--- config.mk ---
export PLATFORM = sky130hd
export DESIGN_NAME = sweep_xy_adc_dma_capture
export DESIGN_NICKNAME = d
export VERILOG_FILES = /design/src/include/sweep_capture_pkg.sv /design/src/design/pair_buffer.sv /design/src/design/sweep_xy_adc_dma_capture.sv
export SDC_FILE = /design/constraint.sdc
export NUM_CORES = 1
export LEC_CHECK = 0
export BUFFER_PORTS_ARGS = -buffer_cell sky130_fd_sc_hd__buf_2
export CAP_MARGIN = 25
export CORE_ASPECT_RATIO = 0.7
export CORE_UTILIZATION = 54
export DETAILED_ROUTE_END_ITERATION = 12
export GPL_TIMING_DRIVEN = 1
export PLACE_DENSITY = 0.8
export SLEW_MARGIN = 10
export SYNTH_ARGS = -nofsm -noshare
export SYNTH_HDL_FRONTEND = slang
export SYNTH_HIERARCHICAL = 1
export SYNTH_SLANG_ARGS = --single-unit
--- constraint.sdc ---
create_clock -name ref_clk -period 2.2 [get_ports ref_clk]
set_clock_uncertainty 0.2 [all_clocks]
set_input_delay 0.44 -clock ref_clk [delete_from_list [all_inputs] [get_ports ref_clk]]
set_output_delay 0.44 -clock ref_clk [all_outputs]
set_load 0.02 [all_outputs]
--- src/include/sweep_capture_pkg.sv ---
/*
 * Shared constants and carrier types for the sweep X/Y capture block.
 * Assumes a single 200 MHz clock domain and an external DMA bus partner.
 */
package sweep_capture_pkg;

    localparam int X_WIDTH       = 10;
    localparam int Y_WIDTH       = 8;
    localparam int CLK_PERIOD_PS = 5000;

    // comparator and D/A settle time before the X comparator is trusted
    localparam int SETTLE_NS     = 50;
    localparam int SETTLE_CYC    = (SETTLE_NS * 1000 + CLK_PERIOD_PS - 1) / CLK_PERIOD_PS;
    // per-bit settle time of the Y successive-approximation search
    localparam int SAR_BIT_NS    = 100;
    localparam int SAR_BIT_CYC   = (SAR_BIT_NS * 1000 + CLK_PERIOD_PS - 1) / CLK_PERIOD_PS;
    // memory select strobe length during the DMA write
    localparam int WRITE_NS      = 20;
    localparam int WRITE_CYC     = (WRITE_NS * 1000 + CLK_PERIOD_PS - 1) / CLK_PERIOD_PS;

    localparam int CNT_W         = 8;

    localparam logic [X_WIDTH-1:0] X_RESET = 10'h000;
    localparam logic [Y_WIDTH-1:0] Y_RESET = 8'h00;

    // one captured display point
    typedef struct packed {
        logic [X_WIDTH-1:0] x;
        logic [Y_WIDTH-1:0] y;
    } sample_pair_t;

    localparam int PAIR_W = X_WIDTH + Y_WIDTH;

endpackage : sweep_capture_pkg

--- src/design/pair_buffer.sv ---
/*
 * Two-entry valid/ready buffer for captured sample pairs.
 * Assumes both sides on the same clock; no word is lost on a drain stall.
 */
`timescale 1ns/1ps
`default_nettype none

module pair_buffer #(
    parameter int WIDTH = 18,
    parameter int DEPTH = 2
) (
    // clock and reset
    input  wire logic             ref_clk,
    input  wire logic             reset_n,
    // filling side
    input  wire logic             in_valid,
    output logic                  in_ready,
    input  wire logic [WIDTH-1:0] in_data,
    // draining side
    output logic                  out_valid,
    input  wire logic             out_ready,
    output logic [WIDTH-1:0]      out_data
);
    localparam int PW = $clog2(DEPTH);

    logic [WIDTH-1:0] mem_q [DEPTH];
    logic [WIDTH-1:0] mem_d [DEPTH];
    logic [PW-1:0]    wr_q, wr_d, rd_q, rd_d;
    logic [PW:0]      cnt_q, cnt_d;
    logic             push, pop;

    // pointer and occupancy update; full blocks the source, empty blocks the sink
    always_comb begin
        push     = in_valid && in_ready;
        pop      = out_valid && out_ready;
        in_ready = cnt_q != (PW+1)'(DEPTH);
        out_valid = cnt_q != '0;
        out_data = mem_q[rd_q];
        mem_d    = mem_q;
        wr_d     = wr_q;
        rd_d     = rd_q;
        if (push) begin
            mem_d[wr_q] = in_data;
            wr_d        = (wr_q == PW'(DEPTH - 1)) ? '0 : wr_q + 1'b1;
        end
        if (pop) begin
            rd_d = (rd_q == PW'(DEPTH - 1)) ? '0 : rd_q + 1'b1;
        end
        cnt_d = cnt_q + (PW+1)'(push) - (PW+1)'(pop);
    end

    always_ff @(posedge ref_clk or negedge reset_n) begin
        if (!reset_n) begin
            for (int i = 0; i < DEPTH; i++) begin
                mem_q[i] <= '0;
            end
            wr_q  <= '0;
            rd_q  <= '0;
            cnt_q <= '0;
        end else begin
            mem_q <= mem_d;
            wr_q  <= wr_d;
            rd_q  <= rd_d;
            cnt_q <= cnt_d;
        end
    end

endmodule : pair_buffer

`default_nettype wire

--- src/design/sweep_xy_adc_dma_capture.sv ---
/*
 * Display digitiser control: X counter/D-A tracking of the sweep ramp,
 * Y successive-approximation search of the peak-detected video, and a
 * DMA write of each X/Y pair into host display memory.
 * Assumes analog comparators and the bus grant arrive asynchronously.
 */
`timescale 1ns/1ps
`default_nettype none

// Functional notes
// RULE1: X counter drives D/A, watch ramp comparator
// RULE2: comparator trip latches X, pulses Y start
// RULE3: Y uses successive-approximation search of peak
// RULE4: peak detector positive or negative mode selectable
// RULE5: Y conversion starts only on X start
// RULE6: final SAR result held in Y latch
// RULE7: request bus, wait grant, then select memory
// RULE8: write latched X and Y while granted
// RULE9: latches drive bus only during select
// RULE10: Z-axis signal resets X counter each sweep
// RULE11: after write release request, select, rearm
// RULE12: X counter advances monotonically during sweep
module sweep_xy_adc_dma_capture #(
    parameter int X_WIDTH = sweep_capture_pkg::X_WIDTH,
    parameter int Y_WIDTH = sweep_capture_pkg::Y_WIDTH
) (
    // clock and reset
    input  wire logic                ref_clk,
    input  wire logic                reset_n,
    // sweep side
    input  wire logic                x_comparator,
    input  wire logic                z_axis_reset,
    output logic [X_WIDTH-1:0]       x_dac_code,
    // peak detector and Y converter
    input  wire logic                positive_peak_mode,
    output logic                     negative_peak_mode,
    output logic [Y_WIDTH-1:0]       sar_result_bits,
    input  wire logic                y_comparator,
    output logic                     y_conv_start_n,
    output logic                     y_busy,
    // host bus
    output logic                     bus_request_n,
    input  wire logic                bus_grant_n,
    output logic                     display_mem_select_n,
    output logic [X_WIDTH+Y_WIDTH-1:0] bus_data_out,
    output logic                     bus_data_oe
);
    localparam int PW = X_WIDTH + Y_WIDTH;

    // two-flop synchronisers for pins
    logic [1:0] xcmp_s, zax_s, ycmp_s, gnt_s;
    logic       xcmp_prev_q;

    always_ff @(posedge ref_clk or negedge reset_n) begin
        if (!reset_n) begin
            xcmp_s      <= 2'h0;
            zax_s       <= 2'h0;
            ycmp_s      <= 2'h0;
            gnt_s       <= 2'h3;
            xcmp_prev_q <= 1'b0;
        end else begin
            xcmp_s      <= {xcmp_s[0], x_comparator};
            zax_s       <= {zax_s[0], z_axis_reset};
            ycmp_s      <= {ycmp_s[0], y_comparator};
            gnt_s       <= {gnt_s[0], bus_grant_n};
            xcmp_prev_q <= xcmp_s[1];
        end
    end

    // X converter: counter feeds D/A; a comparator change captures it
    typedef enum logic [1:0] {X_SETTLE, X_WATCH, X_HOLD} x_state_t;
    x_state_t                           x_st_q, x_st_d;
    logic [X_WIDTH-1:0]                 x_cnt_q, x_cnt_d, x_lat_q, x_lat_d;
    logic [sweep_capture_pkg::CNT_W-1:0] x_tmr_q, x_tmr_d;
    logic                               ystart_q, ystart_d;
    logic                               y_idle;
    logic                               x_trip;

    always_comb begin
        x_st_d   = x_st_q;
        x_cnt_d  = x_cnt_q;
        x_lat_d  = x_lat_q;
        x_tmr_d  = x_tmr_q;
        ystart_d = 1'b0;
        x_trip   = xcmp_s[1] != xcmp_prev_q;
        if (zax_s[1]) begin
            x_cnt_d = sweep_capture_pkg::X_RESET; // RULE10
            x_tmr_d = '0;
            x_st_d  = X_SETTLE;
        end else begin
            unique case (x_st_q)
                X_SETTLE: begin
                    // ignore comparator until D/A output has settled
                    if (x_tmr_q == sweep_capture_pkg::CNT_W'(sweep_capture_pkg::SETTLE_CYC - 1)) begin
                        x_st_d = X_WATCH;
                    end else begin
                        x_tmr_d = x_tmr_q + 1'b1;
                    end
                end
                X_WATCH: begin
                    if (x_trip) begin // RULE1
                        x_lat_d = x_cnt_q;  // RULE2
                        x_st_d  = X_HOLD;
                    end
                end
                X_HOLD: begin
                    // start Y only when its sequencer is free, else wait
                    if (y_idle) begin
                        ystart_d = 1'b1; // RULE2
                        if (x_cnt_q != '1) begin
                            x_cnt_d = x_cnt_q + 1'b1; // RULE12
                        end
                        x_tmr_d = '0;
                        x_st_d  = X_SETTLE;
                    end
                end
            endcase
        end
    end

    always_ff @(posedge ref_clk or negedge reset_n) begin
        if (!reset_n) begin
            x_st_q   <= X_SETTLE;
            x_cnt_q  <= sweep_capture_pkg::X_RESET;
            x_lat_q  <= sweep_capture_pkg::X_RESET;
            x_tmr_q  <= '0;
            ystart_q <= 1'b0;
        end else begin
            x_st_q   <= x_st_d;
            x_cnt_q  <= x_cnt_d;
            x_lat_q  <= x_lat_d;
            x_tmr_q  <= x_tmr_d;
            ystart_q <= ystart_d;
        end
    end

    assign x_dac_code         = x_cnt_q; // RULE1
    assign y_conv_start_n     = ~ystart_q;
    assign negative_peak_mode = ~positive_peak_mode; // RULE4

    // Y converter: SAR search, one bit per settle period
    typedef enum logic [1:0] {Y_IDLE, Y_TRIAL, Y_PUSH} y_state_t;
    y_state_t                           y_st_q, y_st_d;
    logic [Y_WIDTH-1:0]                 sar_q, sar_d, bit_q, bit_d, y_lat_q, y_lat_d;
    logic [sweep_capture_pkg::CNT_W-1:0] y_tmr_q, y_tmr_d;
    logic [X_WIDTH-1:0]                 xp_q, xp_d;
    logic                               buf_in_ready, buf_out_valid;
    logic [PW-1:0]                      buf_out;
    logic                               push;

    always_comb begin
        y_st_d  = y_st_q;
        sar_d   = sar_q;
        bit_d   = bit_q;
        y_lat_d = y_lat_q;
        y_tmr_d = y_tmr_q;
        xp_d    = xp_q;
        push    = 1'b0;
        y_idle  = y_st_q == Y_IDLE;
        unique case (y_st_q)
            Y_IDLE: begin
                if (ystart_q) begin // RULE5
                    xp_d    = x_lat_q;
                    bit_d   = {1'b1, {(Y_WIDTH-1){1'b0}}};
                    sar_d   = {1'b1, {(Y_WIDTH-1){1'b0}}};
                    y_tmr_d = '0;
                    y_st_d  = Y_TRIAL;
                end
            end
            Y_TRIAL: begin
                if (y_tmr_q == sweep_capture_pkg::CNT_W'(sweep_capture_pkg::SAR_BIT_CYC - 1)) begin
                    y_tmr_d = '0;
                    // comparator high: trial code above input, drop the bit
                    if (ycmp_s[1]) begin
                        sar_d = sar_q & ~bit_q; // RULE3
                    end
                    if (bit_q[0]) begin
                        y_lat_d = ycmp_s[1] ? (sar_q & ~bit_q) : sar_q; // RULE6
                        y_st_d  = Y_PUSH;
                    end else begin
                        bit_d = bit_q >> 1;
                        sar_d = (ycmp_s[1] ? (sar_q & ~bit_q) : sar_q) | (bit_q >> 1);
                    end
                end else begin
                    y_tmr_d = y_tmr_q + 1'b1;
                end
            end
            Y_PUSH: begin
                // stalls here when the buffer is full, holding off new starts
                push = 1'b1;
                if (buf_in_ready) begin
                    y_st_d = Y_IDLE;
                end
            end
        endcase
    end

    always_ff @(posedge ref_clk or negedge reset_n) begin
        if (!reset_n) begin
            y_st_q  <= Y_IDLE;
            sar_q   <= sweep_capture_pkg::Y_RESET;
            bit_q   <= sweep_capture_pkg::Y_RESET;
            y_lat_q <= sweep_capture_pkg::Y_RESET;
            y_tmr_q <= '0;
            xp_q    <= sweep_capture_pkg::X_RESET;
        end else begin
            y_st_q  <= y_st_d;
            sar_q   <= sar_d;
            bit_q   <= bit_d;
            y_lat_q <= y_lat_d;
            y_tmr_q <= y_tmr_d;
            xp_q    <= xp_d;
        end
    end

    assign sar_result_bits = sar_q; // RULE3
    assign y_busy          = y_st_q != Y_IDLE;

    sweep_capture_pkg::sample_pair_t pair_in;
    assign pair_in.x = xp_q;
    assign pair_in.y = y_lat_q;

    logic buf_pop;

    pair_buffer #(
        .WIDTH (PW),
        .DEPTH (2)
    ) u_buf (
        .ref_clk   (ref_clk),
        .reset_n   (reset_n),
        .in_valid  (push),
        .in_ready  (buf_in_ready),
        .in_data   (pair_in),
        .out_valid (buf_out_valid),
        .out_ready (buf_pop),
        .out_data  (buf_out)
    );

    // DMA: request, wait for grant, strobe select, release
    typedef enum logic [1:0] {D_IDLE, D_REQ, D_WRITE, D_DONE} d_state_t;
    d_state_t                           d_st_q, d_st_d;
    logic [sweep_capture_pkg::CNT_W-1:0] d_tmr_q, d_tmr_d;
    logic                               req_q, req_d, sel_q, sel_d;
    logic [PW-1:0]                      dout_q, dout_d;

    always_comb begin
        d_st_d  = d_st_q;
        d_tmr_d = d_tmr_q;
        req_d   = req_q;
        sel_d   = sel_q;
        dout_d  = dout_q;
        buf_pop = 1'b0;
        unique case (d_st_q)
            D_IDLE: begin
                if (buf_out_valid) begin
                    req_d  = 1'b1; // RULE7
                    d_st_d = D_REQ;
                end
            end
            D_REQ: begin
                if (!gnt_s[1]) begin
                    sel_d   = 1'b1; // RULE7
                    dout_d  = buf_out; // RULE8
                    buf_pop = 1'b1;
                    d_tmr_d = '0;
                    d_st_d  = D_WRITE;
                end
            end
            D_WRITE: begin
                if (d_tmr_q == sweep_capture_pkg::CNT_W'(sweep_capture_pkg::WRITE_CYC - 1)) begin
                    sel_d  = 1'b0; // RULE11
                    req_d  = 1'b0; // RULE11
                    d_st_d = D_DONE;
                end else begin
                    d_tmr_d = d_tmr_q + 1'b1;
                end
            end
            D_DONE: begin
                // wait for the host to drop its grant before re-requesting
                if (gnt_s[1]) begin
                    d_st_d = D_IDLE;
                end
            end
        endcase
    end

    always_ff @(posedge ref_clk or negedge reset_n) begin
        if (!reset_n) begin
            d_st_q  <= D_IDLE;
            d_tmr_q <= '0;
            req_q   <= 1'b0;
            sel_q   <= 1'b0;
            dout_q  <= '0;
        end else begin
            d_st_q  <= d_st_d;
            d_tmr_q <= d_tmr_d;
            req_q   <= req_d;
            sel_q   <= sel_d;
            dout_q  <= dout_d;
        end
    end

    assign bus_request_n        = ~req_q;
    assign display_mem_select_n = ~sel_q;
    assign bus_data_oe          = sel_q; // RULE9
    assign bus_data_out         = dout_q;

endmodule : sweep_xy_adc_dma_capture

`default_nettype wire

; ---- Yosys cells after proc, flatten, opt, wreduce, memory -nomap -nowiden
; Index checks and enable logic that the tools add are counted.
[op_classes]
addsub = 8
muxes = 56
order_cmp = 3
n_reduce_logical = 30
n_eq_ne = 27
n_bitwise = 11
[ops]
columns = op, n
row1 = two-way mux 8 bit, 13
row2 = case mux 8 bit (2 select lines), 5
row3 = two-way mux 18 bit, 4
row4 = two-way mux 10 bit, 4
row5 = bitwise mux 36 bit, 1
row6 = AND reduction 3 bit, 9
row7 = adder 8 x 1 -> 8 bit (second input constant), 3
row8 = two-way mux 2 bit, 12
row9 = demux 18 bit (select 1 bit), 1
row10 = inequality test 2 bit (second input constant), 9
row11 = nonzero test 2 bit, 8
row12 = inequality test 3 bit (second input constant), 4
row13 = case mux 2 bit (3 select lines), 2
row14 = AND reduction 4 bit, 3
row15 = two-way mux 1 bit, 11
row16 = adder 10 x 1 -> 10 bit (second input constant), 1
row17 = inequality test 10 bit (second input constant), 1
row18 = AND 8 bit, 1
row19 = equality test 2 bit (second input constant), 4
row20 = equality test 8 x 2 -> 1 bit (second input constant), 1
row21 = equality test 8 x 4 -> 1 bit (second input constant), 1
row22 = equality test 8 x 5 -> 1 bit (second input constant), 1
row23 = NOT 8 bit, 1
row24 = bitwise OR 8 x 7 -> 8 bit, 1
row25 = 16 further kinds, 34
[word_totals]
wordCells = 162
inputBits = 7
regBits = 154
out_inout_bits = 42

; ---- Longest topological paths before layout
[logic_depth]
depth_word = 7
depth_mapped = 10
ltp_nobuf = 9

; ---- By module
; Netlist, hierarchy kept.
[by_module_without_submodules]
columns = mod, cells_per_inst, instances, seq_area_each_um2, area_each_um2
row1 = sweep_xy_adc_dma_capture, 469, 1, 2855.2, 5237.5
row2 = pair_buffer, 114, 1, 1001.0, 1878.1

; ---- Worst setup path before layout
; No wires, ideal clock.
[synth_timing]
path_kind = flip-flop to flip-flop
from = reg d_st_q[1]
to = reg u_buf.cnt_q[1]
n_path_buf = 1
t_arrival_ns = 2.002
stages_incl_launch_ff = 11
period_less_slack_ns = 2.282
t_required_ns = 1.920
setup_slack_ns = -0.082
setup_ns = 0.080
path_cell_list = dfrtp_1 -> inv_1 -> ha_1 -> nor2b_1 -> clkbuf_1 -> and2_1 -> ha_1 -> inv_1 -> ha_1 -> xnor2_1 -> xnor2_1
[synth_via]
elab_chain_cells = 4
[synth_rtl]
columns = item, line_no
row1 = "start, declared", sweep_xy_adc_dma_capture.sv:241  ; d_state_t d_st_q, d_st_d;
row2 = "start signal, assigned", sweep_xy_adc_dma_capture.sv:295  ; d_st_q <= d_st_d;
row3 = equality test 2 x 1 -> 1 bit, sweep_xy_adc_dma_capture.sv:253  ; unique case (d_st_q)
row4 = two-way mux 1 bit, sweep_xy_adc_dma_capture.sv:253
row5 = via buf_pop, sweep_xy_adc_dma_capture.sv:223  ; logic buf_pop;
row6 = logical AND 1 bit, pair_buffer.sv:35  ; pop = out_valid && out_ready;
row7 = via u_buf.pop, pair_buffer.sv:30  ; logic push, pop;
row8 = subtractor 2 x 1 -> 2 bit, pair_buffer.sv:49  ; cnt_d = cnt_q + (PW+1)'(push) - (PW+1)'(pop);
row9 = via u_buf.cnt_d[1], pair_buffer.sv:29  ; logic [PW:0] cnt_q, cnt_d;
row10 = "end signal, assigned", pair_buffer.sv:64  ; cnt_q <= cnt_d;
row11 = "end, declared", pair_buffer.sv:29
; The timed path passes the listed nets, and every way through them passes these cells.
; A chain may end at the register's enable or synchronous reset.

; ---- Worst setup path after layout
[layout_timing]
from = reg x_tmr_q[5] (netlist bit)
to = reg x_st_q[0]
[layout_via]
elab_chain_cells = 3
[layout_rtl]
columns = item, line_no
row1 = "start, declared", sweep_xy_adc_dma_capture.sv:74  ; logic [sweep_capture_pkg::CNT_W-1:0] x_tmr_q, x_tmr_d;
row2 = "start signal, assigned", sweep_xy_adc_dma_capture.sv:132  ; x_tmr_q <= x_tmr_d;
row3 = equality test 8 x 4 -> 1 bit, sweep_xy_adc_dma_capture.sv:94  ; if (x_tmr_q == sweep_capture_pkg::CNT_W'(sweep_capture_pkg::SETTLE_CYC - 1)) begin
row4 = inequality test 3 bit (no source line), n/a
row5 = AND reduction 3 bit (no source line), n/a
row6 = "end signal, assigned", sweep_xy_adc_dma_capture.sv:129  ; x_st_q <= x_st_d;
row7 = "end, declared", sweep_xy_adc_dma_capture.sv:72  ; x_state_t x_st_q, x_st_d;
; Every way passes these cells.

==> run metrics <==
flops & latches, synth=154; I/O Pins=49; CP cell instances=or4b_4 -> o31ai_2 -> a21o_1 -> mux2_1; Max-slew headroom=62.2%; Post-synth EDFFs=0; First DRT Iteration DRCs=338; Port Buf Inserts=48; Net Count, Synth=609; crit path time final=2.18 ns; failing checks=design-rule violations; initial antenna violation count=0; Die Footprint=13600 um^2; clock slew at reported path FFs=0.06 ns; DP HPWL=9600 um; simple-gate share of the synthesized area=10.6%; Final Util=66.1%; slowest stage delay, CP=0.60 ns; # clock sinks=154; R2R Setup Slk=0.02 ns; most common cell after layout, fill and taps aside=dfrtp_1; slowest CP cell=or4b_4; Syn Area/Cell=12.2 um^2; # rows=34; aggregate global-route resource usage=23.2%; router iterations before antenna repair=11; Post-Route WL=14900 um; Diodes inserted=0; Critical Path RT=2.30 ns; synth top area cells=dfrtp_1 53%, mux2_2 12%, mux2_4 4.2%, ha_1 3.3%, nand2_1 2.7%; Post-route DRC=2; Buf/Inv on CP=0; core area=12600 um^2; total CTS buffers=17; XOR/XNOR Fraction of Synth Area=1.72%; Top FF cell, synth=dfrtp_1; Worst-Skew Late Latency=0.42 ns; proportion of layout cells with a drive suffix above 1=33.0%; Slew @ Worst Pin=0.561 ns; largest family of logic cells by synthesized area=multiplexers; Clock Tree Buf Depth=2; mux cell area share after synthesis=17.1%; CP top delay family=simple AND/OR/NAND/NOR gates; Synth area leader=dfrtp_1; most frequent cells in the layout=152 x dfrtp_1, 74 x mux2_2, 50 x nand2_1; pre-CTS setup slack=0.0602 ns; Hold Fails Final Rpt=0; ANT nets after route=0; Layout area overhead=17.4%; Syn Std Cell Area=7120 um^2; final hold slack=0.148 ns; Distinct cells, synth=65; Achievable Freq=459 MHz; area post-placement=7600 um^2; Final period util=99.0%; Nets=677; compound-cell area share of the yosys netlist=9.60%; post-synthesis sequential area ratio=54.2%; element type at the critical path start=register; Max rail drop VDD=554 uV; Fin Setup TNS=0 ns; DR vias=4820; Hold Path Class=register to register; Die Width=139 um; Final setup viols=0; Worst setup EP type=register; Post-synth ARST share=100%; Syn Inst Count=583; TritonCTS clock tree=done; Pleak=4.06 nW; CTS root buf=clkbuf_16; Arr. time, crit path=2.28 ns; Crit Path Max Fanout=6; PD cells=879 nW/um^2; post-route cell area=8350 um^2; final worst slack=0.0214 ns; WL/cell=18.1 um; Final Wtd Congestion=0.841; CP Class=register to register; H-tree depth=4; largest net degree at the start of global routing=52; Die Y=98.0 um; max-cap violations=0; Initial Utilization=56.3%; number of global-route vias before repair=4853; adder-cell share of the synthesized area=3.34%; vias per cell=5.84; Yosys top cell area share=53.5%; status=finished with violations; first-pass GRT wire length=24900 um; Max Slew Vio Count=0; Synth warnings=6; GRT overflow=0
==> routing by layer <==
layer  vias up  share of wire, %  GRT usage (%)
met4         0              0.80           5.56
met1      2462                46           31.2
li1       2227                 -              -
met2       116                49           38.3
met5         -                 0              0
met3        15               4.0           5.49
==> cell usage after synthesis (all sizes together) (5+ instances only) <==
master	instances
inv	24
nand2	51
dfrtp	152
and3	9
nand4	6
a22o	14
buf	12
nand3	12
mux2	95
a21oi	24
nor3	5
nor2	23
and2	5
o21ai	30
clkbuf	13
o31ai	10
mux2i	7
xor2	11
ha	19
==> sequential cells by signal, summed over array words and instances (netlist names), 8 cells and up <==
| signal | cells |
|---|---|
| d_tmr_q | 8 |
| x_tmr_q | 8 |
| xp_q | 10 |
| bit_q | 8 |
| bus_data_out | 18 |
| x_dac_code | 10 |
| x_lat_q | 10 |
| sar_result_bits | 8 |
| y_tmr_q | 8 |
| y_lat_q | 8 |
| u_buf/mem_q | 36 |
==> logic make-up after synthesis <==
group	count (synthesis)
AND/OR/NAND/NOR	141
buffers and inverters	49
adder cells (fa/ha/maj)	19
AO/OA/AOI/OAI	104
XOR/XNOR	14
flip-flops	154
multiplexers	102
==> layout make-up <==
type,instances,area [um^2]
tap,162,203
fill,861,4280
inverter,24,90.1
sequential,154,3860
multi-input combinational,380,3060
timing repair buffer,74,492
clock buffer,20,457
clock inverter,11,194
==> where the power goes <==
| group | switching, mW | internal [mW] |
|---|---|---|
| sequential | 0.103 | 2.94 |
| clock | 1.13 | 2.07 |
| combinational | 0.695 | 0.408 |
==> worst reg2reg max path, stage by stage (launching register included) <==
cell and delay, ns:
dfrtp_1 0.44, or4b_4 0.60, o31ai_2 0.31, a21o_1 0.20
mux2_1 0.32
==> final timing paths <==
path / startpoint / end / cells past startpoint
min in group asynchronous: reset_n / u_buf/mem_q[5] / 2
max reg2reg: x_tmr_q[5] / x_st_q[0] / 4
min: xcmp_s[0] / xcmp_s[1] / 0
max in group asynchronous: reset_n / bus_data_out[10] / 3
min reg2reg: xcmp_s[0] / xcmp_s[1] / 0
max: x_tmr_q[5] / x_st_q[0] / 4
==> through the flow <==
| stage | power [mW] | instances |
|---|---|---|
| 3_5_place_dp | 4.09 | 788 |
| 2_1_floorplan | 3.75 | 583 |
| 5_1_grt | 7.65 | 825 |
| 6_report | 7.34 | 825 |
| 3_3_place_gp | 4.02 | 788 |
| 4_1_cts | 7.31 | 825 |
==> what timing repair did <==
action	4_1_cts	5_1_grt
resized for setup	2	7
hold buffers	5	0
endpoints found under the hold margin	50	0
setup buffers	1	0
gates cloned	0	0
setup endpoints to repair	2	5
Power figures use the tool's default switching activity.
